--- src/rtl/ufc_pkg.sv ---
package ufc_pkg;

  // ****************************************************************
  // Register indices, byte address is four times the index.
  // ****************************************************************
  localparam logic [7:0] UFC_IDX_DATA0 = 8'h90;
  localparam logic [7:0] UFC_IDX_DATA1 = 8'h91;
  localparam logic [7:0] UFC_IDX_DATA2 = 8'h92;
  localparam logic [7:0] UFC_IDX_DATA3 = 8'h93;
  localparam logic [7:0] UFC_IDX_DIV_LO = 8'h94;
  localparam logic [7:0] UFC_IDX_DIV_HI = 8'h95;
  localparam logic [7:0] UFC_IDX_CTRL0 = 8'h96;
  localparam logic [7:0] UFC_IDX_CTRL1 = 8'h97;
  localparam logic [7:0] UFC_IDX_RTS = 8'h98;
  localparam logic [7:0] UFC_IDX_TRIG = 8'h99;
  localparam logic [7:0] UFC_IDX_TOUT_BASE = 8'h9a;
  localparam logic [7:0] UFC_IDX_TOUT_SCALE = 8'h9b;
  localparam logic [7:0] UFC_IDX_COUNT = 8'h9c;
  localparam logic [7:0] UFC_IDX_STATUS = 8'h9d;
  localparam logic [7:0] UFC_IDX_NONE = 8'h00;

  // ****************************************************************
  // Reset values.
  // ****************************************************************
  localparam logic [7:0] UFC_RST_DIV_LO = 8'hff;
  localparam logic [7:0] UFC_RST_DIV_HI = 8'h0f;
  localparam logic [7:0] UFC_RST_CTRL0 = 8'h0f;
  localparam logic [7:0] UFC_RST_CTRL1 = 8'h0e;
  localparam logic [7:0] UFC_RST_RTS = 8'ha5;
  localparam logic [7:0] UFC_RST_TRIG = 8'h44;
  localparam logic [7:0] UFC_RST_TOUT_BASE = 8'h0f;
  localparam logic [1:0] UFC_RST_TOUT_SCALE = 2'h0;

  // ****************************************************************
  // Field positions.
  // ****************************************************************
  localparam int UFC_DIV_EN = 7;
  localparam int UFC_C0_RX_DMA = 4;
  localparam int UFC_C0_TX_DMA = 5;
  localparam int UFC_C0_RX_INT = 6;
  localparam int UFC_C0_TX_INT = 7;
  localparam int UFC_C1_CTS_INV = 0;
  localparam int UFC_C1_CTS_EN = 1;
  localparam int UFC_C1_PAR_EN = 2;
  localparam int UFC_C1_PAR_ODD = 3;
  localparam int UFC_C1_STOP_LO = 4;
  localparam int UFC_C1_STOP_HI = 5;
  localparam int UFC_C1_LINE_INV = 6;
  localparam int UFC_C1_LOOP = 7;
  localparam int UFC_RTS_POL = 4;
  localparam int UFC_RTS_MAN_VAL = 5;
  localparam int UFC_RTS_MAN_EN = 6;
  localparam int UFC_RTS_EN = 7;
  localparam int UFC_STS_IRQ = 3;
  localparam int UFC_STS_CLR_RX = 6;
  localparam int UFC_STS_CLR_TX = 7;

  // ****************************************************************
  // Queue shape.
  // ****************************************************************
  localparam int UFC_DATA_W = 8;
  localparam logic [2:0] UFC_DEPTH = 3'h4;

  typedef enum logic [2:0] {
    TX_IDLE, TX_START, TX_DATA, TX_PAR, TX_STOP
  } ufc_tx_state_e;

  typedef enum logic [2:0] {
    RX_IDLE, RX_START, RX_DATA, RX_PAR, RX_STOP
  } ufc_rx_state_e;

endpackage : ufc_pkg

--- src/rtl/ufc_uart.sv ---
// Functional notes
// - Full duplex, four-deep queue each direction.
// - Assert request-to-send when receive queue nears full.
// - Clear-to-send asserted and enabled halts transmission.
// - Base clock is system clock over divider+1.
// - Bit time is period count+1 base cycles.
// - First control holds DMA and interrupt enables.
// - Clear-to-send inversion and enable in second control.
// - Parity enable and even/odd select.
// - Stop field picks one, one and a half, two.
// - Line inversion flips receive and transmit levels.
// - Loopback ties transmitter output to receiver input.
// - Flow register: threshold, polarity, force, enable.
// - Interrupt thresholds for receive and transmit counts.
// - Receive idle timeout ends a DMA transaction.
// - Scale field multiplies timeout by one to four.
// - Count register reports both queue fills.
// - Status reports counts, interrupt, error; clears queues.
// - Data window writes transmit, reads receive.
// - Data window storage has no reset value.
module ufc_uart
  import ufc_pkg::*;
(
  input wire logic ref_clk,
  input wire logic rst,
  input wire logic ce,
  input wire logic hsel,
  input wire logic [31:0] haddr,
  input wire logic [1:0] htrans,
  input wire logic hwrite,
  input wire logic [2:0] hsize,
  input wire logic [31:0] hwdata,
  input wire logic hready,
  output logic [31:0] hrdata,
  output logic hreadyout,
  output logic hresp,
  input wire logic rx_pin,
  input wire logic cts_pin,
  output logic tx_pin,
  output logic rts_pin,
  output logic irq,
  output logic rx_dma_req,
  output logic tx_dma_req,
  output logic rx_idle_done
);

  // ****************************************************************
  // Declarations.
  // ****************************************************************
  logic [7:0] div_lo_reg, div_hi_reg, ctrl0_reg, ctrl1_reg;
  logic [7:0] rts_ctl_reg, trig_reg, tout_base_reg;
  logic [1:0] tout_scale_reg;
  logic wr_pend_reg, rd_wait_reg, hready_reg, rx_err_reg;
  logic [7:0] wr_idx_reg, rd_idx_reg, idx, rd_val;
  logic [31:0] hrdata_reg;
  logic [1:0] rx_sync_reg, cts_sync_reg;
  logic tx_pin_reg, rts_pin_reg, irq_reg;
  logic rx_dma_reg, tx_dma_reg, idle_done_reg;
  logic addr_ok, in_window, wr_go, clr_rx, clr_tx, rx_pop, tx_pop;
  logic rx_in, cts_hold, base_tick, rx_busy;
  logic [14:0] div_cnt_reg;
  logic [3:0] bwpc;
  logic [4:0] bit_ticks;
  logic [5:0] stop_m1;
  logic [2:0] rx_cnt, tx_cnt;
  logic [7:0] rx_dout, tx_dout;
  ufc_tx_state_e tx_st_reg;
  ufc_rx_state_e rx_st_reg;
  logic [5:0] tx_cnt_reg;
  logic [3:0] rx_cnt_reg;
  logic [2:0] tx_bit_reg, rx_bit_reg;
  logic [7:0] tx_sh_reg, rx_sh_reg;
  logic tx_line_reg, tx_par_reg, rx_perr_reg, rx_push_reg, rx_bad_reg;
  logic [9:0] tout_cnt_reg, tout_mul, tout_limit;
  logic tout_armed_reg;

  // ****************************************************************
  // Bus slave.
  // ****************************************************************
  assign idx = (haddr[31:10] == 22'h0) ? haddr[9:2] : UFC_IDX_NONE;
  assign addr_ok = hsel && htrans[1] && hready;
  assign in_window = (rd_idx_reg >= UFC_IDX_DATA0) &&
    (rd_idx_reg <= UFC_IDX_DATA3);
  assign wr_go = ce && wr_pend_reg;
  assign clr_rx = wr_go && (wr_idx_reg == UFC_IDX_STATUS) &&
    hwdata[UFC_STS_CLR_RX];
  assign clr_tx = wr_go && (wr_idx_reg == UFC_IDX_STATUS) &&
    hwdata[UFC_STS_CLR_TX];
  assign rx_pop = rd_wait_reg && in_window;

  always_ff @(posedge ref_clk or posedge rst)
  begin
    if (rst)
    begin
      wr_pend_reg <= 1'b0;
      wr_idx_reg <= UFC_IDX_NONE;
      rd_wait_reg <= 1'b0;
      rd_idx_reg <= UFC_IDX_NONE;
      hready_reg <= 1'b1;
      hrdata_reg <= 32'h0000_0000;
    end
    else if (ce)
    begin
      wr_pend_reg <= addr_ok && hwrite;
      wr_idx_reg <= idx;
      if (addr_ok && !hwrite)
      begin
        rd_wait_reg <= 1'b1;
        rd_idx_reg <= idx;
        hready_reg <= 1'b0;
      end
      else if (rd_wait_reg)
      begin
        rd_wait_reg <= 1'b0;
        hready_reg <= 1'b1;
        hrdata_reg <= {24'h00_0000, rd_val};
      end
    end
  end

  always_comb
  begin
    unique case (rd_idx_reg)
      UFC_IDX_DATA0, UFC_IDX_DATA1, UFC_IDX_DATA2, UFC_IDX_DATA3:
        rd_val = rx_dout;
      UFC_IDX_DIV_LO: rd_val = div_lo_reg;
      UFC_IDX_DIV_HI: rd_val = div_hi_reg;
      UFC_IDX_CTRL0: rd_val = ctrl0_reg;
      UFC_IDX_CTRL1: rd_val = ctrl1_reg;
      UFC_IDX_RTS: rd_val = rts_ctl_reg;
      UFC_IDX_TRIG: rd_val = trig_reg;
      UFC_IDX_TOUT_BASE: rd_val = tout_base_reg;
      UFC_IDX_TOUT_SCALE: rd_val = {6'h00, tout_scale_reg};
      UFC_IDX_COUNT: rd_val = {1'b0, tx_cnt, 1'b0, rx_cnt};
      UFC_IDX_STATUS:
        rd_val = {rx_err_reg, tx_cnt, irq_reg, rx_cnt};
      default: rd_val = 8'h00;
    endcase
  end

  // ****************************************************************
  // Configuration registers.
  // ****************************************************************
  always_ff @(posedge ref_clk or posedge rst)
  begin
    if (rst)
    begin
      div_lo_reg <= UFC_RST_DIV_LO;
      div_hi_reg <= UFC_RST_DIV_HI;
      ctrl0_reg <= UFC_RST_CTRL0;
      ctrl1_reg <= UFC_RST_CTRL1;
      rts_ctl_reg <= UFC_RST_RTS;
      trig_reg <= UFC_RST_TRIG;
      tout_base_reg <= UFC_RST_TOUT_BASE;
      tout_scale_reg <= UFC_RST_TOUT_SCALE;
    end
    else if (wr_go)
    begin
      case (wr_idx_reg)
        UFC_IDX_DIV_LO: div_lo_reg <= hwdata[7:0];
        UFC_IDX_DIV_HI: div_hi_reg <= hwdata[7:0];
        UFC_IDX_CTRL0: ctrl0_reg <= hwdata[7:0];
        UFC_IDX_CTRL1: ctrl1_reg <= hwdata[7:0];
        UFC_IDX_RTS: rts_ctl_reg <= hwdata[7:0];
        UFC_IDX_TRIG: trig_reg <= hwdata[7:0];
        UFC_IDX_TOUT_BASE: tout_base_reg <= hwdata[7:0];
        UFC_IDX_TOUT_SCALE: tout_scale_reg <= hwdata[1:0];
        default: ;
      endcase
    end
  end

  // ****************************************************************
  // Queues.
  // ****************************************************************
  ufc_queue u_rx_queue (
    .ref_clk(ref_clk),
    .rst(rst),
    .ce(ce),
    .clr(clr_rx),
    .push(rx_push_reg),
    .din(rx_sh_reg),
    .pop(rx_pop),
    .dout(rx_dout),
    .count(rx_cnt)
  );

  ufc_queue u_tx_queue (
    .ref_clk(ref_clk),
    .rst(rst),
    .ce(ce),
    .clr(clr_tx),
    .push(wr_go && (wr_idx_reg >= UFC_IDX_DATA0) &&
      (wr_idx_reg <= UFC_IDX_DATA3)),
    .din(hwdata[7:0]),
    .pop(tx_pop),
    .dout(tx_dout),
    .count(tx_cnt)
  );

  // ****************************************************************
  // Pin synchronisers and line options.
  // ****************************************************************
  always_ff @(posedge ref_clk or posedge rst)
  begin
    if (rst)
    begin
      rx_sync_reg <= 2'h3;
      cts_sync_reg <= 2'h0;
    end
    else if (ce)
    begin
      rx_sync_reg <= {rx_sync_reg[0], rx_pin};
      cts_sync_reg <= {cts_sync_reg[0], cts_pin};
    end
  end

  assign rx_in = ctrl1_reg[UFC_C1_LOOP] ? tx_line_reg :
    (rx_sync_reg[1] ^ ctrl1_reg[UFC_C1_LINE_INV]);
  assign cts_hold = ctrl1_reg[UFC_C1_CTS_EN] &&
    (cts_sync_reg[1] ^ ctrl1_reg[UFC_C1_CTS_INV]);

  // ****************************************************************
  // Base clock and bit timing.
  // ****************************************************************
  assign base_tick = !div_hi_reg[UFC_DIV_EN] ||
    (div_cnt_reg == {div_hi_reg[6:0], div_lo_reg});
  assign bwpc = ctrl0_reg[3:0];
  assign bit_ticks = {1'b0, bwpc} + 5'h01;

  always_comb
  begin
    if (ctrl1_reg[UFC_C1_STOP_HI])
    begin
      stop_m1 = {bit_ticks, 1'b0} - 6'h01;
    end
    else if (ctrl1_reg[UFC_C1_STOP_LO])
    begin
      stop_m1 = {1'b0, bit_ticks} + {2'h0, bit_ticks[4:1]} - 6'h01;
    end
    else
    begin
      stop_m1 = {1'b0, bit_ticks} - 6'h01;
    end
  end

  always_ff @(posedge ref_clk or posedge rst)
  begin
    if (rst)
    begin
      div_cnt_reg <= 15'h0000;
    end
    else if (ce)
    begin
      div_cnt_reg <= base_tick ? 15'h0000 : div_cnt_reg + 15'h0001;
    end
  end

  // ****************************************************************
  // Transmitter.
  // ****************************************************************
  assign tx_pop = ce && base_tick && (tx_st_reg == TX_START) &&
    (tx_cnt_reg == {2'h0, bwpc});

  always_ff @(posedge ref_clk or posedge rst)
  begin
    if (rst)
    begin
      tx_st_reg <= TX_IDLE;
      tx_cnt_reg <= 6'h00;
      tx_bit_reg <= 3'h0;
      tx_sh_reg <= 8'h00;
      tx_line_reg <= 1'b1;
      tx_par_reg <= 1'b0;
    end
    else if (ce && base_tick)
    begin
      tx_cnt_reg <= tx_cnt_reg + 6'h01;
      unique case (tx_st_reg)
        TX_IDLE:
        begin
          tx_cnt_reg <= 6'h00;
          if (tx_cnt != 3'h0 && !cts_hold)
          begin
            tx_st_reg <= TX_START;
            tx_line_reg <= 1'b0;
          end
        end
        TX_START:
          if (tx_cnt_reg == {2'h0, bwpc})
          begin
            tx_sh_reg <= tx_dout;
            tx_line_reg <= tx_dout[0];
            tx_par_reg <= (^tx_dout) ^ ctrl1_reg[UFC_C1_PAR_ODD];
            tx_bit_reg <= 3'h0;
            tx_cnt_reg <= 6'h00;
            tx_st_reg <= TX_DATA;
          end
        TX_DATA:
          if (tx_cnt_reg == {2'h0, bwpc})
          begin
            tx_cnt_reg <= 6'h00;
            tx_sh_reg <= {1'b0, tx_sh_reg[7:1]};
            tx_bit_reg <= tx_bit_reg + 3'h1;
            if (tx_bit_reg != 3'h7)
            begin
              tx_line_reg <= tx_sh_reg[1];
            end
            else if (ctrl1_reg[UFC_C1_PAR_EN])
            begin
              tx_line_reg <= tx_par_reg;
              tx_st_reg <= TX_PAR;
            end
            else
            begin
              tx_line_reg <= 1'b1;
              tx_st_reg <= TX_STOP;
            end
          end
        TX_PAR:
          if (tx_cnt_reg == {2'h0, bwpc})
          begin
            tx_cnt_reg <= 6'h00;
            tx_line_reg <= 1'b1;
            tx_st_reg <= TX_STOP;
          end
        TX_STOP:
          if (tx_cnt_reg == stop_m1)
          begin
            tx_cnt_reg <= 6'h00;
            tx_st_reg <= TX_IDLE;
          end
      endcase
    end
  end

  // ****************************************************************
  // Receiver.
  // ****************************************************************
  assign rx_busy = rx_st_reg != RX_IDLE;

  always_ff @(posedge ref_clk or posedge rst)
  begin
    if (rst)
    begin
      rx_st_reg <= RX_IDLE;
      rx_cnt_reg <= 4'h0;
      rx_bit_reg <= 3'h0;
      rx_sh_reg <= 8'h00;
      rx_perr_reg <= 1'b0;
      rx_push_reg <= 1'b0;
      rx_bad_reg <= 1'b0;
    end
    else if (ce)
    begin
      rx_push_reg <= 1'b0;
      rx_bad_reg <= 1'b0;
      if (base_tick)
      begin
        rx_cnt_reg <= rx_cnt_reg + 4'h1;
        unique case (rx_st_reg)
          RX_IDLE:
          begin
            rx_cnt_reg <= 4'h0;
            rx_perr_reg <= 1'b0;
            if (!rx_in)
            begin
              rx_st_reg <= RX_START;
            end
          end
          RX_START:
            if (rx_cnt_reg == {1'b0, bwpc[3:1]})
            begin
              rx_cnt_reg <= 4'h0;
              rx_bit_reg <= 3'h0;
              rx_st_reg <= rx_in ? RX_IDLE : RX_DATA;
            end
          RX_DATA:
            if (rx_cnt_reg == bwpc)
            begin
              rx_cnt_reg <= 4'h0;
              rx_sh_reg <= {rx_in, rx_sh_reg[7:1]};
              rx_bit_reg <= rx_bit_reg + 3'h1;
              if (rx_bit_reg == 3'h7)
              begin
                rx_st_reg <= ctrl1_reg[UFC_C1_PAR_EN] ? RX_PAR : RX_STOP;
              end
            end
          RX_PAR:
            if (rx_cnt_reg == bwpc)
            begin
              rx_cnt_reg <= 4'h0;
              rx_perr_reg <= rx_in !=
                ((^rx_sh_reg) ^ ctrl1_reg[UFC_C1_PAR_ODD]);
              rx_st_reg <= RX_STOP;
            end
          RX_STOP:
            if (rx_cnt_reg == bwpc)
            begin
              rx_cnt_reg <= 4'h0;
              rx_push_reg <= 1'b1;
              rx_bad_reg <= !rx_in || rx_perr_reg ||
                (rx_cnt == UFC_DEPTH);
              rx_st_reg <= RX_IDLE;
            end
        endcase
      end
    end
  end

  always_ff @(posedge ref_clk or posedge rst)
  begin
    if (rst)
    begin
      rx_err_reg <= 1'b0;
    end
    else if (ce)
    begin
      if (rx_bad_reg)
      begin
        rx_err_reg <= 1'b1;
      end
      else if (clr_rx)
      begin
        rx_err_reg <= 1'b0;
      end
    end
  end

  // ****************************************************************
  // Receive idle timeout.
  // ****************************************************************
  assign tout_mul = {8'h00, tout_scale_reg} + 10'h001;
  assign tout_limit = tout_mul * {2'h0, tout_base_reg};

  always_ff @(posedge ref_clk or posedge rst)
  begin
    if (rst)
    begin
      tout_cnt_reg <= 10'h000;
      tout_armed_reg <= 1'b0;
      idle_done_reg <= 1'b0;
    end
    else if (ce)
    begin
      idle_done_reg <= 1'b0;
      if (rx_push_reg)
      begin
        tout_cnt_reg <= 10'h000;
        tout_armed_reg <= 1'b1;
      end
      else if (rx_busy)
      begin
        tout_cnt_reg <= 10'h000;
      end
      else if (tout_armed_reg && base_tick)
      begin
        tout_cnt_reg <= tout_cnt_reg + 10'h001;
        if (tout_cnt_reg + 10'h001 >= tout_limit)
        begin
          tout_armed_reg <= 1'b0;
          idle_done_reg <= ctrl0_reg[UFC_C0_RX_DMA];
        end
      end
    end
  end

  // ****************************************************************
  // Output flops: line, flow control, interrupt, DMA requests.
  // ****************************************************************
  always_ff @(posedge ref_clk or posedge rst)
  begin
    if (rst)
    begin
      tx_pin_reg <= 1'b1;
      rts_pin_reg <= 1'b0;
      irq_reg <= 1'b0;
      rx_dma_reg <= 1'b0;
      tx_dma_reg <= 1'b0;
    end
    else if (ce)
    begin
      tx_pin_reg <= tx_line_reg ^ ctrl1_reg[UFC_C1_LINE_INV];
      if (rts_ctl_reg[UFC_RTS_MAN_EN])
      begin
        rts_pin_reg <= rts_ctl_reg[UFC_RTS_MAN_VAL];
      end
      else if (rts_ctl_reg[UFC_RTS_EN] &&
        ({1'b0, rx_cnt} >= rts_ctl_reg[3:0]))
      begin
        rts_pin_reg <= rts_ctl_reg[UFC_RTS_POL];
      end
      else
      begin
        rts_pin_reg <= !rts_ctl_reg[UFC_RTS_POL];
      end
      irq_reg <= (ctrl0_reg[UFC_C0_RX_INT] &&
        ({1'b0, rx_cnt} >= trig_reg[3:0])) ||
        (ctrl0_reg[UFC_C0_TX_INT] &&
        ({1'b0, tx_cnt} <= trig_reg[7:4]));
      rx_dma_reg <= ctrl0_reg[UFC_C0_RX_DMA] && (rx_cnt != 3'h0);
      tx_dma_reg <= ctrl0_reg[UFC_C0_TX_DMA] && (tx_cnt != UFC_DEPTH);
    end
  end

  assign hrdata = hrdata_reg;
  assign hreadyout = hready_reg;
  assign hresp = 1'b0;
  assign tx_pin = tx_pin_reg;
  assign rts_pin = rts_pin_reg;
  assign irq = irq_reg;
  assign rx_dma_req = rx_dma_reg;
  assign tx_dma_req = tx_dma_reg;
  assign rx_idle_done = idle_done_reg;

endmodule : ufc_uart

--- src/rtl/ufc_queue.sv ---
module ufc_queue
  import ufc_pkg::*;
(
  input wire logic ref_clk,
  input wire logic rst,
  input wire logic ce,
  input wire logic clr,
  input wire logic push,
  input wire logic [UFC_DATA_W-1:0] din,
  input wire logic pop,
  output logic [UFC_DATA_W-1:0] dout,
  output logic [2:0] count
);

  // ****************************************************************
  // Four-entry queue; storage has no reset, head comes from a register.
  // ****************************************************************
  logic [UFC_DATA_W-1:0] mem [0:3];
  logic [1:0] wr_ptr_reg;
  logic [1:0] rd_ptr_reg;
  logic [2:0] count_reg;
  logic [UFC_DATA_W-1:0] dout_reg;
  logic do_push;
  logic do_pop;

  assign do_push = push && (count_reg != UFC_DEPTH);
  assign do_pop = pop && (count_reg != 3'h0);
  assign dout = dout_reg;
  assign count = count_reg;

  always_ff @(posedge ref_clk)
  begin
    if (ce && do_push && !clr)
    begin
      mem[wr_ptr_reg] <= din;
    end
  end

  always_ff @(posedge ref_clk)
  begin
    if (ce)
    begin
      dout_reg <= mem[rd_ptr_reg];
    end
  end

  always_ff @(posedge ref_clk or posedge rst)
  begin
    if (rst)
    begin
      wr_ptr_reg <= 2'h0;
      rd_ptr_reg <= 2'h0;
      count_reg <= 3'h0;
    end
    else if (ce)
    begin
      if (clr)
      begin
        wr_ptr_reg <= 2'h0;
        rd_ptr_reg <= 2'h0;
        count_reg <= 3'h0;
      end
      else
      begin
        if (do_push)
        begin
          wr_ptr_reg <= wr_ptr_reg + 2'h1;
        end
        if (do_pop)
        begin
          rd_ptr_reg <= rd_ptr_reg + 2'h1;
        end
        if (do_push && !do_pop)
        begin
          count_reg <= count_reg + 3'h1;
        end
        else if (do_pop && !do_push)
        begin
          count_reg <= count_reg - 3'h1;
        end
      end
    end
  end

endmodule : ufc_queue

--- config.mk ---
export PLATFORM = sky130hd
export DESIGN_NAME = ufc_uart
export DESIGN_NICKNAME = d
export VERILOG_FILES = /design/src/rtl/ufc_pkg.sv /design/src/rtl/ufc_uart.sv /design/src/rtl/ufc_queue.sv
export SDC_FILE = /design/constraint.sdc
export NUM_CORES = 1
export LEC_CHECK = 0
export BUFFER_PORTS_ARGS = -buffer_cell sky130_fd_sc_hd__buf_2
export CAP_MARGIN = 20
export CORE_AREA = 2 2 190 154
export CTS_CLUSTER_DIAMETER = 80
export DETAILED_ROUTE_END_ITERATION = 7
export DIE_AREA = 0 0 192 156
export PLACE_DENSITY_LB_ADDON = 0.05
export SYNTH_ARGS = -nofsm -noshare
export SYNTH_HDL_FRONTEND = slang
export SYNTH_SLANG_ARGS = --single-unit
export TNS_END_PERCENT = 50
--- constraint.sdc ---
create_clock -name ref_clk -period 6 [get_ports ref_clk]
set_input_delay 1.2 -clock ref_clk [delete_from_list [all_inputs] [get_ports ref_clk]]
set_output_delay 1.2 -clock ref_clk [all_outputs]
set_load 0.02 [all_outputs]
# --- Word level (Yosys, flattened, before mapping) ---
# Memory sizes are Yosys's and may differ from the RTL's. A register that Yosys moved wholly into a read port is not among the register bits.
# Index checks and enable logic that the tools add are counted.
# W data, S select, Z words.
op_classes:
  addsub: 20
  mul: 1
  order_cmp: 8
  eq_ne: 55
  mux: 88
  n_bitwise: 6
  reduce_logical: 105
ops:
  columns: ["operator", "count"]
  rows:
  - ["$eq A8 B8 Y1 const B", 23]
  - ["$pmux W8 S11", 1]
  - ["$mux W3", 23]
  - ["$reduce_and A2 Y1", 19]
  - ["$logic_and A1 B1 Y1", 35]
  - ["$mux W1", 33]
  - ["$mux W10", 3]
  - ["$pmux W3 S5", 2]
  - ["$mux W6", 4]
  - ["$mux W8", 3]
  - ["$logic_not A22 Y1", 1]
  - ["$ne A2 B2 Y1 const B", 11]
  - ["$reduce_bool A2 Y1", 11]
  - ["$mux W2", 9]
  - ["$pmux W6 S3", 1]
  - ["$reduce_bool A3 Y1", 6]
  - ["$ge A8 B8 Y1 const B", 2]
  - ["$le A8 B8 Y1 const B", 2]
  - ["$pmux W8 S2", 1]
  - ["$reduce_and A4 Y1", 4]
  - ["$reduce_xor A8 Y1", 2]
  - ["$add A15 B1 Y15 const B", 1]
  - ["$eq A15 B15 Y1", 1]
  - ["$mux W15", 1]
  - ["43 further kinds", 84]
word_totals:
  register_bits: 179
  ramBits: 64
  inputBits: 77
  out_inout_bits: 40
  wordCells: 330
  memories: 2
mem_list:
  columns: ["memory", "words", "width", "rd", "rd_ports_with_merged_regs", "write_ports", "line_no", "text"]
  rows:
  - ["u_rx_queue.mem", 4, 8, 1, 1, 1, "ufc_queue.sv:18", "logic [UFC_DATA_W-1:0] mem [0:3];"]
  - ["u_tx_queue.mem", 4, 8, 1, 1, 1, "ufc_queue.sv:18", null]

# --- Longest topological paths before layout ---
depth:
  ltp_word: 10
  ltp_mapped: 17
  mapped_depth_nobuf: 17

# --- Cells and area by module ---
# A second synthesis with hierarchy kept.
unflattened:
  hier_cells: 1296
  hier_area_um2: 14173.6
modules_own_cells:
  columns: ["mod", "instances", "cells_each", "area_per_inst_um2", "seq_area_each_um2"]
  rows:
  - ["ufc_uart", 1, 1072, 10312.4, 4146.5]
  - ["ufc_queue", 2, 112, 1930.6, 1376.3]

# --- Worst setup path before layout ---
# OpenSTA, ideal clock, no wires.
synth_path:
  path_kind: "register to register"
  startpoint: "register ctrl0_reg[1]"
  endpoint: "register tx_st_reg[1]"
  setup_time_ns: 0.076
  arrival_ns: 3.862
  required_ns: 5.924
  path_slack_ns: 2.062
  path_stages_with_launch: 17
  n_path_buf: 1
  synth_period_minus_slack_ns: 3.938
  cell_sequence: "dfstp_2 -> buf_2 -> nand3_2 -> xnor2_1 -> inv_1 -> ha_1 -> inv_1 -> fa_1 -> nor3b_1 -> or3_1 -> a311oi_1 -> o21a_1 -> o2111ai_1 -> o21bai_1 -> nor3b_4 -> mux2_2 -> o21ai_1"
synth_between:
  elab_chain_cells: 8
  elab_cells_between_ends: 14
  cone_classes: "5 x add/sub; 6 x eq/ne; 2 x mux; 1 x reduce/logical"
synth_rtl:
  columns: ["element", "line_no", "text"]
  rows:
  - ["start, declared", "ufc_uart.sv:50", "logic [7:0] div_lo_reg, div_hi_reg, ctrl0_reg, ctrl1_reg;"]
  - ["start signal, assigned", "ufc_uart.sv:162", "UFC_IDX_CTRL0: ctrl0_reg <= hwdata[7:0];"]
  - ["$add A4 B1 Y5", "ufc_uart.sv:229", "assign bit_ticks = {1'b0, bwpc} + 5'h01;"]
  - ["$add A5 B4 Y6", "ufc_uart.sv:239", "stop_m1 = {1'b0, bit_ticks} + {2'h0, bit_ticks[4:1]} - 6'h01;"]
  - ["$sub A6 B1 Y6", "ufc_uart.sv:239", null]
  - ["$mux W6", "ufc_uart.sv:237", "else if (ctrl1_reg[UFC_C1_STOP_LO])"]
  - ["$mux W6", "ufc_uart.sv:233", "if (ctrl1_reg[UFC_C1_STOP_HI])"]
  - ["$eq A6 B6 Y1", "ufc_uart.sv:328", "if (tx_cnt_reg == stop_m1)"]
  - ["$ne A2 B2 Y1 (no line)", null, null]
  - ["$reduce_and A7 Y1 (no line) *", null, null]
  - ["end signal, assigned", "ufc_uart.sv:317", "tx_st_reg <= TX_STOP;"]
  - ["end signal, assigned", "ufc_uart.sv:325", "tx_st_reg <= TX_STOP;"]
  - ["end signal, assigned", "ufc_uart.sv:331", "tx_st_reg <= TX_IDLE;"]
  - ["end, declared", "ufc_uart.sv:67", "ufc_tx_state_e tx_st_reg;"]
# Every way passes the cells marked *; elsewhere a longest branch is shown, timed or not.
# A chain may end at the register's enable or synchronous reset.

# --- Final worst setup path ---
layout_path:
  startpoint: "register ctrl0_reg[2]"
  endpoint: "register tx_st_reg[1]"
# Same word-level chain as after synthesis.

==> flow_summary_export.csv <==
group,metric,value,unit
global_routing,grt_pass1_vias,8830,
yosys,synth_top_area_share,26.0,%
layout,nets,1413,
timing,final-hold-violation-count,0,
timing,rsz0062_at_grt,"false",
clocking,cts_tree,"done",
clocking,cts.path.max_buffers,3,
clocking,htree_levels,1,
setup_path,worst_setup_path_start_kind,"flip-flop",
route,via_per_inst,5.53,
setup_path,crit_path_start,"ctrl0_reg[2]",
route,drt_wl_total,31900,µm
yosys,synth_area_leaders,"dfrtp_1 26%, edfxtp_1 17%, dfstp_2 6.5%",
layout,layout.core_utilization,54.5,%
global_routing,grt_antenna_before_repair,0,
timing,fin_crit,4490,ps
clocking,cts_hold_buf,0,
clocking,cts_resized,0,
setup_path,slowest_stage,"dfstp_2",
power,pwr_density_cell,269,nW/µm²
setup_path,critPathCaptureType,"flip-flop",
route,wl_per_cell,19.2,µm
timing,fmax,223,MHz
floorplan,row_count,55,
yosys,synth_seq_area_share,49.8,%
timing,skew,15.8,ps
timing,worst_pin_slew,1080,ps
yosys,synth_flop_cell,"dfrtp_1",
yosys,syn_area_per_cell,11.4,µm²
setup_path,arrival,4950,ps
min_path,holdCritStartpoint,"rd_idx_reg[5]",
route,ant_nets,0,
status,status,"finished, final reports clean",
global_routing,grt_usage,21.9,%
placed_design,dp_hpwl,22300,µm
setup_path,cp_cell_sequence,"nand3_2 -> xnor2_1 -> inv_1 -> ha_1 -> inv_1 -> fa_1 -> nor3b_1 -> or3_1 -> a311oi_1 -> o21a_1 -> o2111ai_1 -> o21bai_1 -> nor3b_4 -> mux2_2 -> o21ai_1",
power,ir_worst_vdd,0.198,mV
clocking,clockRootBuffer,"clkbuf_16",
setup_path,reg2reg_from,"ctrl0_reg[2]",
flow_run,cap_violations,0,
timing,drv_slew,0,
setup_path,cp_max_fo,13,
floorplan,die_x,192,µm
route,drt-initial-drc-count,736,
route,dr.pass1.iters,5,
setup_path,cpPeakStageDelay,720,ps
yosys,synth_edf_count,80,
placed_design,place.gp.congestion,0.816,
clocking,clkSinkCount,258,
floorplan,die_h,156,µm
global_routing,grt_remaining_overflow,0,
clocking,clock_latency,540,ps
floorplan,core_area,28100,µm²
yosys,synth_area_leader_cell,"dfrtp_1",
clocking,tritoncts.num_buffers,28,
floorplan,ioPinCount,117,
floorplan,dieArea,30000,µm²
clocking,cts.clk_slew.worst_paths,60,ps
yosys,synth-async-reset-ratio,69.0,%
setup_path,critPathRequiredTime,6460,ps
global_routing,grt_pass1_wl,50700,µm
layout,antenna_cells,0,
timing,tns,0,ps
layout,syn2layout_area_growth,10.5,%
clocking,post_cts_buffers,0,
power,p_leak,6.66,nW
yosys,ys_types,72,
timing,setup_viol,0,
floorplan,initial_utilization,49.3,%
layout,drive_gt1_share,19.8,%
timing,post-route-period-util,74.8,%
timing,max-slew-margin-rel,27.7,%
setup_path,worstSetupPathType,"flip-flop to flip-flop",
yosys,ys_ff_latch,258,
timing,holdWs,472,ps
yosys,synthCells,1212,
placed_design,io_buffers,61,
route,vias,9178,
setup_path,path_common_cell,"inv_1",
yosys,synthesis.area,13800,µm²
min_path,holdCritPathClass,"flip-flop to flip-flop",
global_routing,grt_start_max_net_pins,88,
yosys,ys_warn_count,0,
route,drc,0,
-- routing by layer --
layer / share of wire, % / track usage, %
met1: 51 / 34.6
met2: 43 / 32.6
met3: 4.3 / 2.65
met4: 1.7 / 4.03
met5: 0 / 0
-- critical path: cells and delay by family, from the launching register on --
kind            cells  cell delay (ps)
compound gates      5             1010
xor+xnor            1              280
fa+ha+maj           2              800
buf+inv             2              260
flops               1              720
mux                 1              360
simple gates        4              990
-- stage by stage --
step / power, W / setup slack [ps] / cell area [µm²] / cells
after CTS: 0.00415 / 1530 / 15300 / 1659
after detailed placement: 0.00245 / 1570 / 14400 / 1607
after floorplan: 0.00233 / 26.0 / 13900 / 1236
after global placement: 0.00244 / 1650 / 14400 / 1607
after global routing: 0.00429 / 1230 / 15300 / 1661
final: 0.00411 / 1510 / 15300 / 1661
-- worst paths after layout --
kind                       slack, ps               end  cells after the start
setup / recovery                1510      tx_st_reg[1]                     15
hold / removal                   470     rd_idx_reg[5]                      2
setup reg to reg                1510      tx_st_reg[1]                     15
hold reg to reg                  470     rd_idx_reg[5]                      2
max in group asynchronous       4080  tout_base_reg[7]                      3
min in group asynchronous        750     tx_cnt_reg[4]                      2
-- kinds of logic (layout without fill, tap and decap cells) --
logic type	count (synthesis)	after routing	synth area share, %
other cells	1	25	0.0271
mux	114	114	11.3
simple gates	356	356	13.2
compound gates	183	183	8.39
xor+xnor	88	88	5.62
buf+inv	145	200	4.96
fa+ha+maj	67	67	6.65
flops	258	258	49.8
-- cells in the mapped netlist, types with 12 or more instances --
master and instances:
dfrtp_1 144, edfxtp_1 80, nand2b_1 17, buf_4 29
nand2_1 113, clkbuf_1 24, a21oi_1 34, a22oi_1 12
mux2i_1 21, nor2_1 65, xor2_1 31, inv_1 76
xnor2_1 56, nand4_1 24, o21ai_0 66, and2_1 16
mux4_2 26, ha_1 56, dfstp_2 34, mux2_2 62
nor3_1 16, nand3_1 33
-- layout make-up --
cell class | instances | area [µm²]
clock buffers | 37 | 776
clock inverters | 15 | 121
fillers | 2496 | 12800
inverters | 76 | 293
multi-input cells | 833 | 6350
flip-flops and latches | 258 | 6900
well taps | 370 | 463
repair buffers | 72 | 385
-- power breakdown --
part | switching, W | internal [W]
Clock | 0.000701 | 0.000991
Sequential | 0.000108 | 0.00192
Combinational | 0.000221 | 0.000169
-- layout by cell type, fill, tap and decap left out, types with 9 or more instances in the layout --
cell and n:
dfrtp_1 144, or3_1 9, ha_1 56, and3_1 10, mux2_2 62, buf_4 10, and2_1 16, fa_1 11
dfstp_2 34, nand2b_1 17, nor2_1 65, nand3_1 33, mux4_2 26, a21oi_1 34, nand2_1 113, inv_1 75
xor2_1 31, a22oi_1 12, conb_1 25, mux2i_1 21, nor3_1 16, a22o_1 10, o21ai_0 66, edfxtp_1 80
nor4_1 10, nor3b_1 10, buf_2 62, a21o_1 11, nand4_1 24, xnor2_1 56, clkbuf_16 29
Note: power is estimated with default switching activity, not from simulation.
